**config.mk**
```make
export PLATFORM = sky130hd
export DESIGN_NAME = cpmc_power_ctrl
export DESIGN_NICKNAME = d
export VERILOG_FILES = /design/src/logic/cpmc_pkg.sv /design/src/logic/cpmc_countdown.sv /design/src/logic/cpmc_power_ctrl.sv
export SDC_FILE = /design/constraint.sdc
export NUM_CORES = 1
export LEC_CHECK = 0
export BUFFER_PORTS_ARGS = -buffer_cell sky130_fd_sc_hd__buf_2
export CAP_MARGIN = 20
export CORE_MARGIN = 10
export CORE_UTILIZATION = 60
export DETAILED_ROUTE_END_ITERATION = 16
export PLACE_DENSITY_LB_ADDON = 0.08
export SLEW_MARGIN = 25
export SYNTH_ARGS = -nofsm -noshare
export SYNTH_HDL_FRONTEND = slang
export SYNTH_SLANG_ARGS = --single-unit
```
**constraint.sdc**
```tcl
create_clock -name clk -period 5.9 [get_ports clk]
set_input_delay 1.18 -clock clk [delete_from_list [all_inputs] [get_ports clk]]
set_output_delay 1.18 -clock clk [all_outputs]
set_load 0.03 [all_outputs]
```
**src/logic/cpmc_pkg.sv**
```systemverilog
// Shared constants and state types of the CPU power mode control block
package cpmc_pkg;

   // Register byte offsets on the Avalon-MM slave
   localparam logic [3:0] OFS_POWER_CONTROL = 4'h0;
   localparam logic [3:0] OFS_CONFIG = 4'h4;
   localparam logic [3:0] OFS_STATUS = 4'h8;
   localparam logic [3:0] OFS_WD_KICK = 4'hc;

   // Power control register fields
   localparam int PC_IDLE_BIT = 0;
   localparam int PC_STOP_BIT = 1;
   localparam int PC_GPF_LSB = 2;
   localparam int PC_GPF_W = 6;

   // Config register fields
   localparam int CFG_WD_EN_BIT = 0;
   localparam int CFG_WD_LOCK_BIT = 1;
   localparam int CFG_MCM_EN_BIT = 2;
   localparam int CFG_HAZARD_EN_BIT = 3;

   // Status register fields
   localparam int ST_MODE_LSB = 0;
   localparam int ST_WAKE_LOCK_BIT = 2;
   localparam int ST_CAUSE_LSB = 3;

   // Reset values
   localparam logic CFG_WD_EN_RST = 1'b1;
   localparam logic CFG_WD_LOCK_RST = 1'b0;
   localparam logic CFG_MCM_EN_RST = 1'b0;
   localparam logic CFG_HAZARD_EN_RST = 1'b1;
   localparam logic [15:0] RESET_VECTOR = 16'h0000;

   // Reset causes
   localparam logic [1:0] CAUSE_NONE = 2'h0;
   localparam logic [1:0] CAUSE_PIN = 2'h1;
   localparam logic [1:0] CAUSE_WATCHDOG = 2'h2;
   localparam logic [1:0] CAUSE_MISSING_CLK = 2'h3;

   // Timing
   localparam int CLK_MHZ = 50;
   localparam int MCM_TIMEOUT_US = 100;
   localparam int MCM_CYCLES = MCM_TIMEOUT_US * CLK_MHZ;
   localparam int WD_CYCLES = 65536;

   // Power modes, Gray coded along run, pending, idle, stop
   typedef enum logic [1:0] {
      MODE_RUN = 2'h0,
      MODE_PEND = 2'h1,
      MODE_IDLE = 2'h3,
      MODE_STOP = 2'h2
   } cpmc_mode_t;

   typedef struct packed {
      cpmc_mode_t mode;
      logic pend_stop;
      logic [PC_GPF_W-1:0] gp_flags;
      logic wd_en;
      logic wd_lock;
      logic mcm_en;
      logic hazard_en;
      logic wake_lock;
      logic irq_in_exec;
      logic [1:0] cause;
      logic ack;
      logic [31:0] rdata;
      logic reset_req;
      logic wake_pulse;
      logic [15:0] restart_pc;
      logic pin_s1;
      logic pin_s2;
      logic pin_s3;
   } cpmc_regs_t;

   localparam cpmc_regs_t REGS_RST = '{
      mode: MODE_RUN, pend_stop: 1'b0, gp_flags: '0,
      wd_en: CFG_WD_EN_RST, wd_lock: CFG_WD_LOCK_RST,
      mcm_en: CFG_MCM_EN_RST, hazard_en: CFG_HAZARD_EN_RST,
      wake_lock: 1'b0, irq_in_exec: 1'b0, cause: CAUSE_NONE,
      ack: 1'b0, rdata: 32'h0000_0000, reset_req: 1'b0,
      wake_pulse: 1'b0, restart_pc: RESET_VECTOR,
      pin_s1: 1'b1, pin_s2: 1'b1, pin_s3: 1'b1
   };

endpackage

```
**src/logic/cpmc_countdown.sv**
```systemverilog
// Down counter that pulses once when a running count expires
`timescale 1ns/1ps
module cpmc_countdown
   import cpmc_pkg::*;
#(
   parameter int WIDTH = 17,
   parameter logic [WIDTH-1:0] LOAD = 17'h10000
)(
   // Clock and reset
   input wire logic clk,
   input wire logic sys_rst,
   input wire logic ce,
   // Control
   input wire logic run,
   input wire logic restart,
   // Event
   output logic expired
);

   typedef struct packed {
      logic [WIDTH-1:0] count;
      logic expired;
   } cpmc_cnt_t;

   cpmc_cnt_t r_reg;
   cpmc_cnt_t r_next;

   always_comb
   begin
      r_next = r_reg;
      r_next.expired = 1'b0;
      if (restart || !run)
      begin
         r_next.count = LOAD;
      end
      else if (r_reg.count <= {{(WIDTH-1){1'b0}}, 1'b1})
      begin
         r_next.expired = 1'b1;
         r_next.count = LOAD;
      end
      else
      begin
         r_next.count = r_reg.count - {{(WIDTH-1){1'b0}}, 1'b1};
      end
   end

   always_ff @(posedge clk or posedge sys_rst)
   begin
      if (sys_rst)
      begin
         r_reg <= '{count: LOAD, expired: 1'b0};
      end
      else if (ce)
      begin
         r_reg <= r_next;
      end
   end

   assign expired = r_reg.expired;

endmodule

```
**src/logic/cpmc_power_ctrl.sv**
```systemverilog
// CPU power mode control: idle and stop modes with an Avalon-MM register slave
//
// Decided for this implementation: the Avalon-MM slave port and the address map.
`timescale 1ns/1ps

// Contract
// - Two low-power modes exist, idle and stop, each chosen by a software-written bit.
// - Idle stops instruction execution while clocks and peripherals keep running.
// - Stop halts the core, disables interrupts and timers but the monitor, stops the oscillator.
// - Idle is entered only after the instruction that set the idle bit has completed.
// - While idle, register and memory contents stay unchanged.
// - Idle ends only on an enabled interrupt or an internal or external reset.
// - An interrupt ending idle clears the idle bit, resumes the core and gets serviced.
// - After that interrupt returns, execution resumes after the idle-setting instruction.
// - A reset ending idle runs the normal reset sequence and restarts at address 0x0000.
// - An enabled watchdog keeps counting in idle and ends it with an internal reset.
// - A single-byte follower plus an interrupt during the write can block later wakes.
// - Once the oscillator is off, only a reset resumes operation.
// - Stop sits at bit 1 and idle at bit 0 of the power control register, both read zero.
// - Writing the stop bit enters stop after the instruction; only a reset ends it, at zero.
// - An enabled missing clock monitor resets the device after its 100 us timeout in stop.
module cpmc_power_ctrl
   import cpmc_pkg::*;
#(
   parameter int MCM_TIMEOUT_CYCLES = MCM_CYCLES,
   parameter int WATCHDOG_CYCLES = WD_CYCLES
)(
   // Clock, reset, enable
   input wire logic clk,
   input wire logic sys_rst,
   input wire logic ce,
   // Avalon-MM slave
   input wire logic [3:0] avs_address,
   input wire logic avs_read,
   input wire logic avs_write,
   input wire logic [31:0] avs_writedata,
   input wire logic [3:0] avs_byteenable,
   output logic [31:0] avs_readdata,
   output logic avs_waitrequest,
   // Core sequencer
   input wire logic instr_done,
   input wire logic next_single_byte,
   output logic cpu_clk_en,
   output logic [15:0] restart_pc,
   output logic [1:0] power_mode,
   // Interrupt controller
   input wire logic irq_pending,
   output logic int_enable,
   output logic irq_wake,
   // Reset logic and pin
   input wire logic ext_reset_pin_n,
   output logic reset_req,
   // Clock sources and peripherals
   output logic periph_clk_en,
   output logic timer_en,
   output logic int_osc_en
);

   cpmc_regs_t r_reg;
   cpmc_regs_t r_next;

   logic acc_done;
   logic wr_power_control_reg;
   logic wr_cfg;
   logic wr_kick;
   logic wd_expired;
   logic mcm_expired;
   logic pin_reset;
   logic reset_any;
   logic [1:0] reset_cause;
   logic wd_run;
   logic mcm_run;
   logic [31:0] rd_mux;

   // Bus access completes on the second cycle, one wait state
   assign acc_done = (avs_read || avs_write) && r_reg.ack;
   assign wr_power_control_reg = acc_done && avs_write && avs_address == OFS_POWER_CONTROL
      && avs_byteenable[0];
   assign wr_cfg = acc_done && avs_write && avs_address == OFS_CONFIG && avs_byteenable[0];
   assign wr_kick = acc_done && avs_write && avs_address == OFS_WD_KICK;

   // Pin reset seen on a synchronised falling edge
   assign pin_reset = r_reg.pin_s3 && !r_reg.pin_s2;

   // Watchdog stops with the timers in stop
   assign wd_run = r_reg.wd_en && r_reg.mode != MODE_STOP;
   // Monitor only watches while the oscillator is off
   assign mcm_run = r_reg.mcm_en && r_reg.mode == MODE_STOP;

   cpmc_countdown #(
      .WIDTH(32),
      .LOAD(32'(WATCHDOG_CYCLES))
   ) u_watchdog_counter (
      .clk(clk),
      .sys_rst(sys_rst),
      .ce(ce),
      .run(wd_run),
      .restart(wr_kick || reset_any),
      .expired(wd_expired)
   );

   cpmc_countdown #(
      .WIDTH(32),
      .LOAD(32'(MCM_TIMEOUT_CYCLES))
   ) u_missing_clock_monitor (
      .clk(clk),
      .sys_rst(sys_rst),
      .ce(ce),
      .run(mcm_run),
      .restart(reset_any),
      .expired(mcm_expired)
   );

   always_comb
   begin
      reset_any = 1'b1;
      reset_cause = CAUSE_NONE;
      if (pin_reset)
      begin
         reset_cause = CAUSE_PIN;
      end
      else if (wd_expired)
      begin
         reset_cause = CAUSE_WATCHDOG;
      end
      else if (mcm_expired)
      begin
         reset_cause = CAUSE_MISSING_CLK;
      end
      else
      begin
         reset_any = 1'b0;
      end
   end

   always_comb
   begin
      rd_mux = 32'h0000_0000;
      case (avs_address)
         OFS_POWER_CONTROL:
         begin
            // Mode select bits always read as zero
            rd_mux[PC_GPF_LSB +: PC_GPF_W] = r_reg.gp_flags;
         end
         OFS_CONFIG:
         begin
            rd_mux[CFG_WD_EN_BIT] = r_reg.wd_en;
            rd_mux[CFG_WD_LOCK_BIT] = r_reg.wd_lock;
            rd_mux[CFG_MCM_EN_BIT] = r_reg.mcm_en;
            rd_mux[CFG_HAZARD_EN_BIT] = r_reg.hazard_en;
         end
         OFS_STATUS:
         begin
            rd_mux[ST_MODE_LSB +: 2] = r_reg.mode;
            rd_mux[ST_WAKE_LOCK_BIT] = r_reg.wake_lock;
            rd_mux[ST_CAUSE_LSB +: 2] = r_reg.cause;
         end
         default:
         begin
            rd_mux = 32'h0000_0000;
         end
      endcase
   end

   always_comb
   begin
      r_next = r_reg;
      r_next.pin_s1 = ext_reset_pin_n;
      r_next.pin_s2 = r_reg.pin_s1;
      r_next.pin_s3 = r_reg.pin_s2;
      r_next.reset_req = 1'b0;
      r_next.wake_pulse = 1'b0;
      r_next.ack = (avs_read || avs_write) && !r_reg.ack;
      if (avs_read && !r_reg.ack)
      begin
         r_next.rdata = rd_mux;
      end
      // Interrupt seen while the idle-setting write is still executing
      if (r_reg.mode == MODE_PEND && irq_pending)
      begin
         r_next.irq_in_exec = 1'b1;
      end
      if (wr_power_control_reg)
      begin
         r_next.gp_flags = avs_writedata[PC_GPF_LSB +: PC_GPF_W];
      end
      if (wr_cfg)
      begin
         r_next.mcm_en = avs_writedata[CFG_MCM_EN_BIT];
         r_next.hazard_en = avs_writedata[CFG_HAZARD_EN_BIT];
         // Lock is sticky until reset and pins the watchdog on, even in its own write
         r_next.wd_lock = r_reg.wd_lock || avs_writedata[CFG_WD_LOCK_BIT];
         if (!r_reg.wd_lock && !avs_writedata[CFG_WD_LOCK_BIT])
         begin
            r_next.wd_en = avs_writedata[CFG_WD_EN_BIT];
         end
         else
         begin
            r_next.wd_en = 1'b1;
         end
      end
      case (r_reg.mode)
         MODE_RUN:
         begin
            // Stop wins when software sets both select bits
            if (wr_power_control_reg && (avs_writedata[PC_STOP_BIT] || avs_writedata[PC_IDLE_BIT]))
            begin
               r_next.mode = MODE_PEND;
               r_next.pend_stop = avs_writedata[PC_STOP_BIT];
               r_next.irq_in_exec = 1'b0;
            end
         end
         MODE_PEND:
         begin
            // Wait for the writing instruction to retire
            if (instr_done && r_reg.pend_stop)
            begin
               r_next.mode = MODE_STOP;
            end
            else if (instr_done)
            begin
               r_next.mode = MODE_IDLE;
               if (r_reg.hazard_en && next_single_byte && (r_reg.irq_in_exec || irq_pending))
               begin
                  r_next.wake_lock = 1'b1;
               end
            end
         end
         MODE_IDLE:
         begin
            // Interrupts are ignored once the wake path is wedged
            if (irq_pending && !r_reg.wake_lock)
            begin
               r_next.mode = MODE_RUN;
               r_next.wake_pulse = 1'b1;
            end
         end
         MODE_STOP:
         begin
            r_next.mode = MODE_STOP;
         end
         default:
         begin
            r_next.mode = MODE_RUN;
         end
      endcase
      // Internal or pin reset: normal reset sequence from the reset vector
      if (reset_any)
      begin
         r_next = REGS_RST;
         r_next.cause = reset_cause;
         r_next.reset_req = 1'b1;
         r_next.restart_pc = RESET_VECTOR;
         r_next.pin_s1 = ext_reset_pin_n;
         r_next.pin_s2 = r_reg.pin_s1;
         r_next.pin_s3 = r_reg.pin_s2;
      end
   end

   always_ff @(posedge clk or posedge sys_rst)
   begin
      if (sys_rst)
      begin
         r_reg <= REGS_RST;
      end
      else if (ce)
      begin
         r_reg <= r_next;
      end
   end

   // Core clock gated off in idle and stop so its state holds
   assign cpu_clk_en = r_reg.mode == MODE_RUN || r_reg.mode == MODE_PEND;
   assign periph_clk_en = r_reg.mode != MODE_STOP;
   assign timer_en = r_reg.mode != MODE_STOP;
   assign int_enable = r_reg.mode != MODE_STOP;
   assign int_osc_en = r_reg.mode != MODE_STOP;
   // PC is untouched on a wake, so the core resumes after the writing instruction
   assign irq_wake = r_reg.wake_pulse;
   assign reset_req = r_reg.reset_req;
   assign restart_pc = r_reg.restart_pc;
   assign power_mode = r_reg.mode;
   assign avs_readdata = r_reg.rdata;
   assign avs_waitrequest = (avs_read || avs_write) && !r_reg.ack;
endmodule

```
==> results.json, run 1 <==
{
  "syn_avg_cell_area_um2": 9.431,
  "max_slew_margin_pct": 40.13,
  "synth_cell_type_count": 57,
  "clkSinkCount": 97,
  "synth_compound_area_share_pct": 10.15,
  "antenna_left": 0,
  "post_cts_buffers": 0,
  "synth_fa_ha_area_share_pct": 2.077,
  "hpwlAfterDp_mm": 7.975,
  "num_vias": 4091,
  "cts_root_buffer": "clkbuf_8",
  "cp_slowest_cell": "buf_2",
  "p_clk_share_pct": 24.0,
  "cts_hold_buf": 0,
  "die-area_um2": 13240,
  "fillers": 739,
  "grt_setup_unrepaired": "no",
  "seqPwrFrac_pct": 46.2,
  "fmax_mhz": 292.4,
  "crit_path_end_kind": "flip-flop",
  "synth_top_family_by_area": "simple AND/OR/NAND/NOR gates",
  "min_period_over_period_pct": 57.97,
  "syn2layout_area_growth_pct": 4.176,
  "dieHeight_um": 115.1,
  "cts_made_buffers": 9,
  "slowest_delay_ps": 550,
  "grt_pass1_wl_mm": 19.26,
  "place_congestion": 0.8135,
  "yosysTopAreaCellShare_pct": 39.69,
  "yosys_register_bits": 97,
  "drt_wl_total_mm": 11.14,
  "wl_per_cell_um": 15.76,
  "synth_area_um2": 5423,
  "swShare_pct": 37.03,
  "drt_iter0_drc": 266,
  "grt_max_degree": 79,
  "cap_viol_max_count": 0,
  "fin_nets": 652,
  "p_sw_mw": 0.6909,
  "row_count": 34,
  "grt_use_total_pct": 17.28,
  "critPathLaunchType": "input pin",
  "port_buffers": 39,
  "clk_pin_slew_worst_paths_ps": 90,
  "viasPerCell": 5.786,
  "crit_required_ps": 6200,
  "top_level_ports": 107,
  "clock_path_buffers": 2,
  "worstMarginPinSlew_ps": 889.9,
  "yosysSeqAreaShare_pct": 45.02,
  "p_leak_nw": 2.607,
  "yosysMostFrequentCell": "dfrtp_1",
  "yosys_most_used_dff": "dfrtp_1",
  "start_util_pct": 61.88,
  "tns_ps": 0,
  "synthesis.instances": 575,
  "max-vdd-ir-drop_mv": 0.1685,
  "skew_ps": 11.05,
  "p_per_area_nw_per_um2": 330.2,
  "finalSetupViolCount": 0,
  "slew_violations": 0,
  "grt_pass1_vias": 4061,
  "worstSetupPathType": "in2reg",
  "synth_area_leader_cell": "dfrtp_1",
  "drc": 0,
  "final_layout_size_suffix_gt1_share_pct": 13.52,
  "grt-ovfl-total": 0,
  "htree_levels": 3,
  "synth-simple-area-share_pct": 23.28,
  "status": "completed",
  "synth_area_leaders": "dfrtp_1 (40%), buf_4 (7.5%), dfstp_2 (5.3%)",
  "tritoncts": "yes",
  "yosysWarnings": 0,
  "synthXorXnorAreaFrac_pct": 7.430,
  "worstPathMaxFanout": 42,
  "clk_latency_ps": 370,
  "internal_power_mw": 1.175,
  "num_antenna_cells": 0,
  "async_flop_share_pct": 100.0,
  "synthMuxAreaShare_pct": 1.569,
  "synth_edf_count": 0,
  "finalHoldViolCount": 0,
  "die_x_um": 115.1,
  "crit_chain": "buf_2, inv_1, nor4_1, o31ai_1, buf_4, or4_1, nand3_1",
  "p_comb_share_pct": 29.8,
  "hp-class": "reg2reg",
  "core_um2": 8763,
  "critPathArrivalTime_ps": 3720,
  "fin_crit_ps": 3420,
  "antenna_found_initial": 0,
  "synthTopCellsByCount": "dfrtp_1 (86), nor2_1 (75), buf_4 (54)",
  "first_pass_iters": 4,
  "cts_resized": 0,
  "hold-worst-slack_ps": 484.6
}
## worst paths after layout
check	cells after the start	from	to	slack, ps
worst max-delay path	7	ce	u_missing_clock_monitor.r_reg[25]	2480
worst min-delay path	2	avs_readdata[1]	avs_readdata[1]	480
worst max register to register	6	u_watchdog_counter.r_reg[9]	u_watchdog_counter.r_reg[12]	2610
worst min register to register	2	avs_readdata[1]	avs_readdata[1]	480
max in group asynchronous	3	sys_rst	irq_wake	4190
min in group asynchronous	2	sys_rst	u_missing_clock_monitor.r_reg[11]	740
## kinds of logic after synthesis
kind of cell | Yosys count
multiplexers | 8
buffers and inverters | 92
XOR/XNOR | 46
AO/OA/AOI/OAI | 78
other | 1
flip-flops | 97
adder cells (fa/ha/maj) | 9
AND/OR/NAND/NOR | 244
## cell usage in the layout (no fill, tap or decap), types with 3 or more instances in the layout
cell type	instances
nor4b_1	3
a22o_1	11
ha_1	9
a21oi_1	13
or2_2	5
or4_1	15
nand2b_1	11
o2bb2ai_1	4
nor4_1	24
xor2_1	13
nor2b_1	4
dfstp_2	11
o21ai_1	8
buf_2	39
xnor2_1	33
o22ai_1	4
nor2_1	75
and2_1	3
mux2i_1	4
inv_1	18
nor3_1	25
nand4_1	12
or3_1	13
o21ai_0	9
a21o_1	6
dfrtp_1	86
mux2_2	4
nand3_1	19
nand2_1	26
conb_1	40
clkbuf_8	10
## power by group through the flow
stage / clock network (mW) / registers [mW] / logic, mW
finish: 0.449 / 0.862 / 0.555
global placement: 0 / 0.867 / 0.536
global route: 0.490 / 0.878 / 0.625
floorplan: 0 / 0.848 / 0.483
detailed placement: 0 / 0.872 / 0.549
CTS: 0.461 / 0.861 / 0.553
## metal layers
metal	vias to the layer above	routed length, µm	global-route usage, %
met5	-	0	0
met4	0	168	7.013
met3	11	761	3.542
met2	109	5287	27.44
met1	1998	4924	22.59
li1	1973	-	-
## metrics by stage
| stage | cells | area [µm²] | utilization, % | setup slack [ps] | power [mW] |
|---|---|---|---|---|---|
| 4_1_cts | 706 | 5634 | 64.29 | 2387 | 1.875 |
| 3_5_place_dp | 690 | 5429 | 61.95 | 2128 | 1.422 |
| 6_report | 707 | 5649 | 64.46 | 2480 | 1.866 |
| 5_1_grt | 707 | 5649 | 64.46 | 2213 | 1.993 |
| 2_1_floorplan | 614 | 5569 | - | 2204 | 1.331 |
| 3_3_place_gp | 690 | 5424 | 61.89 | 2157 | 1.403 |
## final cells by class
cell class              instances  area (µm²)  area share, %
well taps                     108       135.1          2.392
flip-flops and latches         97        2441          43.21
inverters                      19       73.82          1.307
repair buffers                 42       225.2          3.987
clock inverters                 5       63.81          1.130
multi-input cells             425        2569          45.47
clock buffers                  11       141.4          2.503
## worst max-delay path, delay by kind of cell
kind / cells / cell delay (ps)
buf+inv: 3 / 1300
simple gates: 3 / 1080
compound gates: 1 / 130
Power figures use the tool's default switching activity.
==> inputs of run 2 (changes only) <==
Settings changed: CORE_UTILIZATION 60 to 56.
Clock period 5.9 ns to 3.2 ns, I/O delays scaled along.
==> run 2 against run 1 <==
Against the previous run: sequential cell count unchanged; wire length up 0.22%; sequential power up 84%; final cell count up 4.2%; clock skew down 1.7 ps; worst hold slack worse by 90 ps; non-clock buffer count up 9; critical path depth down 1; critical path type is now reg2reg; critical endpoint is now u_watchdog_counter.r_reg[23]; largest power group unchanged.
==> results.json, run 2 (same netlist as run 1, synthesis figures left out) <==
{
  "fin_crit_ps": 2611,
  "hpwlAfterDp_mm": 8.186,
  "critPathLaunchType": "flip-flop",
  "row_count": 35,
  "clk_latency_ps": 360,
  "drt_iter0_drc": 272,
  "cts_resized": 0,
  "final_layout_size_suffix_gt1_share_pct": 14.64,
  "min_period_over_period_pct": 81.59,
  "port_buffers": 39,
  "critPathArrivalTime_ps": 2850,
  "seqPwrFrac_pct": 47.1,
  "worstMarginPinSlew_ps": 833.2,
  "first_pass_iters": 4,
  "tns_ps": 0,
  "num_vias": 4103,
  "internal_power_mw": 2.118,
  "drt_wl_total_mm": 11.17,
  "antenna_found_initial": 0,
  "fmax_mhz": 383.0,
  "finalHoldViolCount": 0,
  "swShare_pct": 37.19,
  "viasPerCell": 5.567,
  "p_leak_nw": 2.636,
  "grt_use_total_pct": 15.93,
  "slew_violations": 0,
  "fin_area_um2": 5722,
  "p_comb_share_pct": 31.0,
  "crit_path_end_kind": "flip-flop",
  "dpl-instance-area_um2": 5539,
  "crit_chain": "or4_1, or4_1, buf_4, nor4_1, xnor2_1, nor2_1",
  "antenna_left": 0,
  "clkSinkCount": 97,
  "critPathBufInv": 1,
  "p_clk_share_pct": 22.0,
  "cts_hold_buf": 0,
  "start_util_pct": 58.14,
  "grt-ovfl-total": 0,
  "num_antenna_cells": 0,
  "finalSetupViolCount": 0,
  "final_cell_mix": "dfrtp_1 (86), nor2_1 (75), conb_1 (40), buf_2 (39), xnor2_1 (33)",
  "grt_setup_unrepaired": "no",
  "cpMostUsedCell": "or4_1",
  "max-vdd-ir-drop_mv": 0.3275,
  "wl_per_cell_um": 15.15,
  "worstPathMaxFanout": 13,
  "worstSetupPathType": "reg2reg",
  "htree_levels": 3,
  "hp-class": "in2async",
  "core_um2": 9328,
  "clock_path_buffers": 2,
  "p_sw_mw": 1.254,
  "drc": 0,
  "cts_root_buffer": "clkbuf_8",
  "p_per_area_nw_per_um2": 589.3,
  "cap_viol_max_count": 0,
  "crit_required_ps": 3440,
  "post_cts_buffers": 0,
  "fin_nets": 661,
  "status": "completed",
  "tritoncts": "yes",
  "clk_pin_slew_worst_paths_ps": 90,
  "grt_max_degree": 56,
  "slowest_delay_ps": 680,
  "fillers": 828,
  "place_congestion": 0.8576,
  "cts_made_buffers": 9,
  "top_level_ports": 107,
  "max_slew_margin_pct": 44.31,
  "final_common_cell": "dfrtp_1",
  "syn2layout_area_growth_pct": 5.515,
  "skew_ps": 9.313,
  "die_x_um": 118.4,
  "die-area_um2": 14020,
  "cp_slowest_cell": "or4_1",
  "cp_top_family": "simple AND/OR/NAND/NOR gates",
  "grt_pass1_vias": 4089,
  "dieHeight_um": 118.4,
  "grt_pass1_wl_mm": 19.23
}
## run 2: cell types whose count changed in the layout (fill, tap and decap cells not counted), sizes merged
cell,change
buf,+9
clkinvlp,+2
bufinv,-1
clkbuf,+1
clkinv,-1
inv,-1
## run 2: worst register-to-register path, stage by stage (launching register included)
cell	delay, ps
dfrtp_1	450
or4_1	560
or4_1	680
buf_4	250
nor4_1	350
xnor2_1	160
nor2_1	50
## run 2: final timing paths
kind | slack (ps) | start | endpoint | depth (start not counted)
worst max-delay path | 590 | u_watchdog_counter.r_reg[9] | u_watchdog_counter.r_reg[23] | 6
worst min-delay path | 390 | sys_rst | u_missing_clock_monitor.r_reg[3] | 2
worst max register to register | 590 | u_watchdog_counter.r_reg[9] | u_watchdog_counter.r_reg[23] | 6
worst min register to register | 490 | avs_readdata[1] | avs_readdata[1] | 2
max in group asynchronous | 2080 | sys_rst | r_reg[0] | 3
min in group clk | 490 | avs_writedata[6] | r_reg[66] | 2
## run 2: power groups by stage
stage | Clock, mW | Combinational, mW | Sequential (mW)
global route | 0.812 | 1.18 | 1.62
finish | 0.741 | 1.04 | 1.59
floorplan | 0 | 0.891 | 1.56
global placement | 0 | 1.02 | 1.60
CTS | 0.776 | 1.05 | 1.59
detailed placement | 0 | 1.04 | 1.61
## run 2: per-stage QoR
step / utilization, % / setup WS [ps] / power (mW) / hold WS [ps] / instances
6_report: 61.34 / 589.3 / 3.372 / 394.5 / 737
5_1_grt: 61.34 / 435.9 / 3.610 / 431.6 / 737
4_1_cts: 61.34 / 583.7 / 3.408 / 399.5 / 737
3_5_place_dp: 59.38 / 518.6 / 2.651 / 466.4 / 721
3_3_place_gp: 59.37 / 435.0 / 2.616 / 461.2 / 721
2_1_floorplan: - / 44.48 / 2.455 / 449.8 / 614
## run 2: area by class of cell
type                            count  area [µm²]  share of cell area [%]
Clock inverter                      4       27.53                  0.4811
Sequential cell                    97        2441                   42.66
Multi-Input combinational cell    425        2565                   44.83
Tap cell                          129       161.4                   2.821
Inverter                           19       73.82                   1.290
Clock buffer                       12       155.1                   2.712
Timing Repair Buffer               51       297.8                   5.204
## run 2: metal layers
metal	up-vias	part of all wire, %	track usage (%)
met5	-	0	0
li1	2004	-	-
met3	8	6.7	5.283
met1	1986	46	19.82
met2	105	47	26.01
met4	0	0.85	4.198
==> inputs of run 3 (changes only) <==
Clock period 3.2 ns to 2.72 ns, I/O delays scaled along.
==> run 3 against run 2 <==
Against the previous run: highest routed layer unchanged; total power up 21%; register-to-register slack worse by 400 ps; worst setup slack worse by 400 ps.
==> results.json, run 3 (same netlist as run 1, synthesis figures left out) <==
{
  "num_antenna_cells": 0,
  "clk_pin_slew_worst_paths_ps": 90,
  "viasPerCell": 5.503,
  "finalHoldViolCount": 0,
  "tns_ps": 0,
  "drt_iter0_drc": 309,
  "num_vias": 4089,
  "slew_violations": 0,
  "syn2layout_area_growth_pct": 6.853,
  "worstPathMaxFanout": 13,
  "finalSetupViolCount": 0,
  "drt_wl_total_mm": 11.14,
  "grt-ovfl-total": 0,
  "cap_viol_max_count": 0,
  "final_cell_mix": "dfrtp_1 (86), nor2_1 (75), conb_1 (40), buf_2 (39), xnor2_1 (33)",
  "die-area_um2": 14020,
  "cts_root_buffer": "clkbuf_8",
  "dieHeight_um": 118.4,
  "skew_ps": 9.631,
  "reg2reg_from": "u_watchdog_counter.r_reg[10]",
  "slowest_delay_ps": 660,
  "final_common_cell": "dfrtp_1",
  "clkSinkCount": 97,
  "antenna_left": 0,
  "cp_top_family": "simple AND/OR/NAND/NOR gates",
  "hold-worst-slack_ps": 302.6,
  "min_period_over_period_pct": 93.17,
  "port_buffers": 39,
  "grt_pass1_vias": 3969,
  "hpwlAfterDp_mm": 7.995,
  "grt_use_total_pct": 15.66,
  "fillers": 833,
  "clock_path_buffers": 2,
  "post_cts_buffers": 0,
  "cts_made_buffers": 9,
  "multi_input_area_um2": 2564,
  "grt_max_degree": 98,
  "row_count": 35,
  "drc": 0,
  "cts_resized": 0,
  "fin_crit_ps": 2534,
  "dpl-instance-area_um2": 5597,
  "htree_levels": 3,
  "p_leak_nw": 2.667,
  "max-vdd-ir-drop_mv": 0.3080,
  "fin_nets": 667,
  "max_slew_margin_pct": 54.96,
  "regArea_um2": 2441,
  "grt_setup_unrepaired": "no",
  "status": "completed",
  "worst_slack_ps": 185.7,
  "top_level_ports": 107,
  "cp_slowest_cell": "or4_1",
  "hp-class": "in2async",
  "clk_latency_ps": 360,
  "wl_per_cell_um": 14.99,
  "crit_path_end_kind": "flip-flop",
  "cpMostUsedCell": "or4_1",
  "grt_pass1_wl_mm": 18.98,
  "final_layout_size_suffix_gt1_share_pct": 15.31,
  "place_congestion": 0.8085,
  "critPathBufInv": 1,
  "crit_chain": "or4_1, or4_1, buf_4, nor4_1, xnor2_1, nor2_1",
  "crit_start": "u_watchdog_counter.r_reg[10]",
  "fmax_mhz": 394.6,
  "crit_required_ps": 2970,
  "start_util_pct": 58.14,
  "first_pass_iters": 5,
  "core_um2": 9328,
  "critPathLaunchType": "flip-flop",
  "die_x_um": 118.4,
  "place_ws_ps": 177.9,
  "cts_hold_buf": 0,
  "worstMarginPinSlew_ps": 666.6,
  "fin_area_um2": 5794,
  "antenna_found_initial": 0,
  "tritoncts": "yes",
  "critPathArrivalTime_ps": 2790,
  "p_per_area_nw_per_um2": 704.4,
  "worstSetupPathType": "reg2reg"
}
run 3: cell types whose count changed in the layout (fill, tap and decap cells not counted), sizes merged:
cell,previous run,this run
bufinv,0,1
buf,51,57
inv,19,18
clkinvlp,3,4
clkinv,1,0
run 3: worst paths after layout:
check	cells past startpoint	slack, ps	endpoint
min reg2reg	2	480	avs_readdata[3]
min in group clk	2	400	r_reg[67]
min	3	300	r_reg[67]
max in group asynchronous	3	1990	u_missing_clock_monitor.r_reg[13]
max reg2reg	6	190	u_watchdog_counter.r_reg[31]
max	6	190	u_watchdog_counter.r_reg[31]
run 3: area by class of cell:
class                      instances  share of cell area, %
tap                              129                  2.786
sequential                        97                  42.13
multi-input combinational        425                  44.25
timing repair buffer              57                  6.133
clock buffer                      12                  2.505
inverter                          19                  1.296
clock inverter                     4                 0.9069
run 3: worst register-to-register path, stage by stage (launching register included):
cell and delay [ps]:
dfrtp_1 440, or4_1 530, or4_1 660, buf_4 250, nor4_1 320, xnor2_1 180
nor2_1 60
run 3: stage by stage:
step | instances | power, mW | util, %
after detailed placement | 727 | 3.158 | 60.00
after floorplan | 614 | 2.888 | -
final | 743 | 4.081 | 62.12
after CTS | 743 | 4.121 | 62.12
after global placement | 727 | 3.124 | 60.00
after global routing | 743 | 4.360 | 62.12
run 3: power by group:
| group | switching [mW] | internal [mW] |
|---|---|---|
| Sequential | 0.212 | 1.65 |
| Clock | 0.492 | 0.452 |
| Combinational | 0.777 | 0.502 |
run 3: routing by layer:
metal | GRT usage, % | up-vias | share of wire (%)
met5 | 0 | - | 0
met4 | 4.046 | 0 | 0.98
met3 | 4.188 | 11 | 7.0
met2 | 25.03 | 131 | 46
met1 | 20.59 | 1943 | 46
li1 | - | 2004 | -
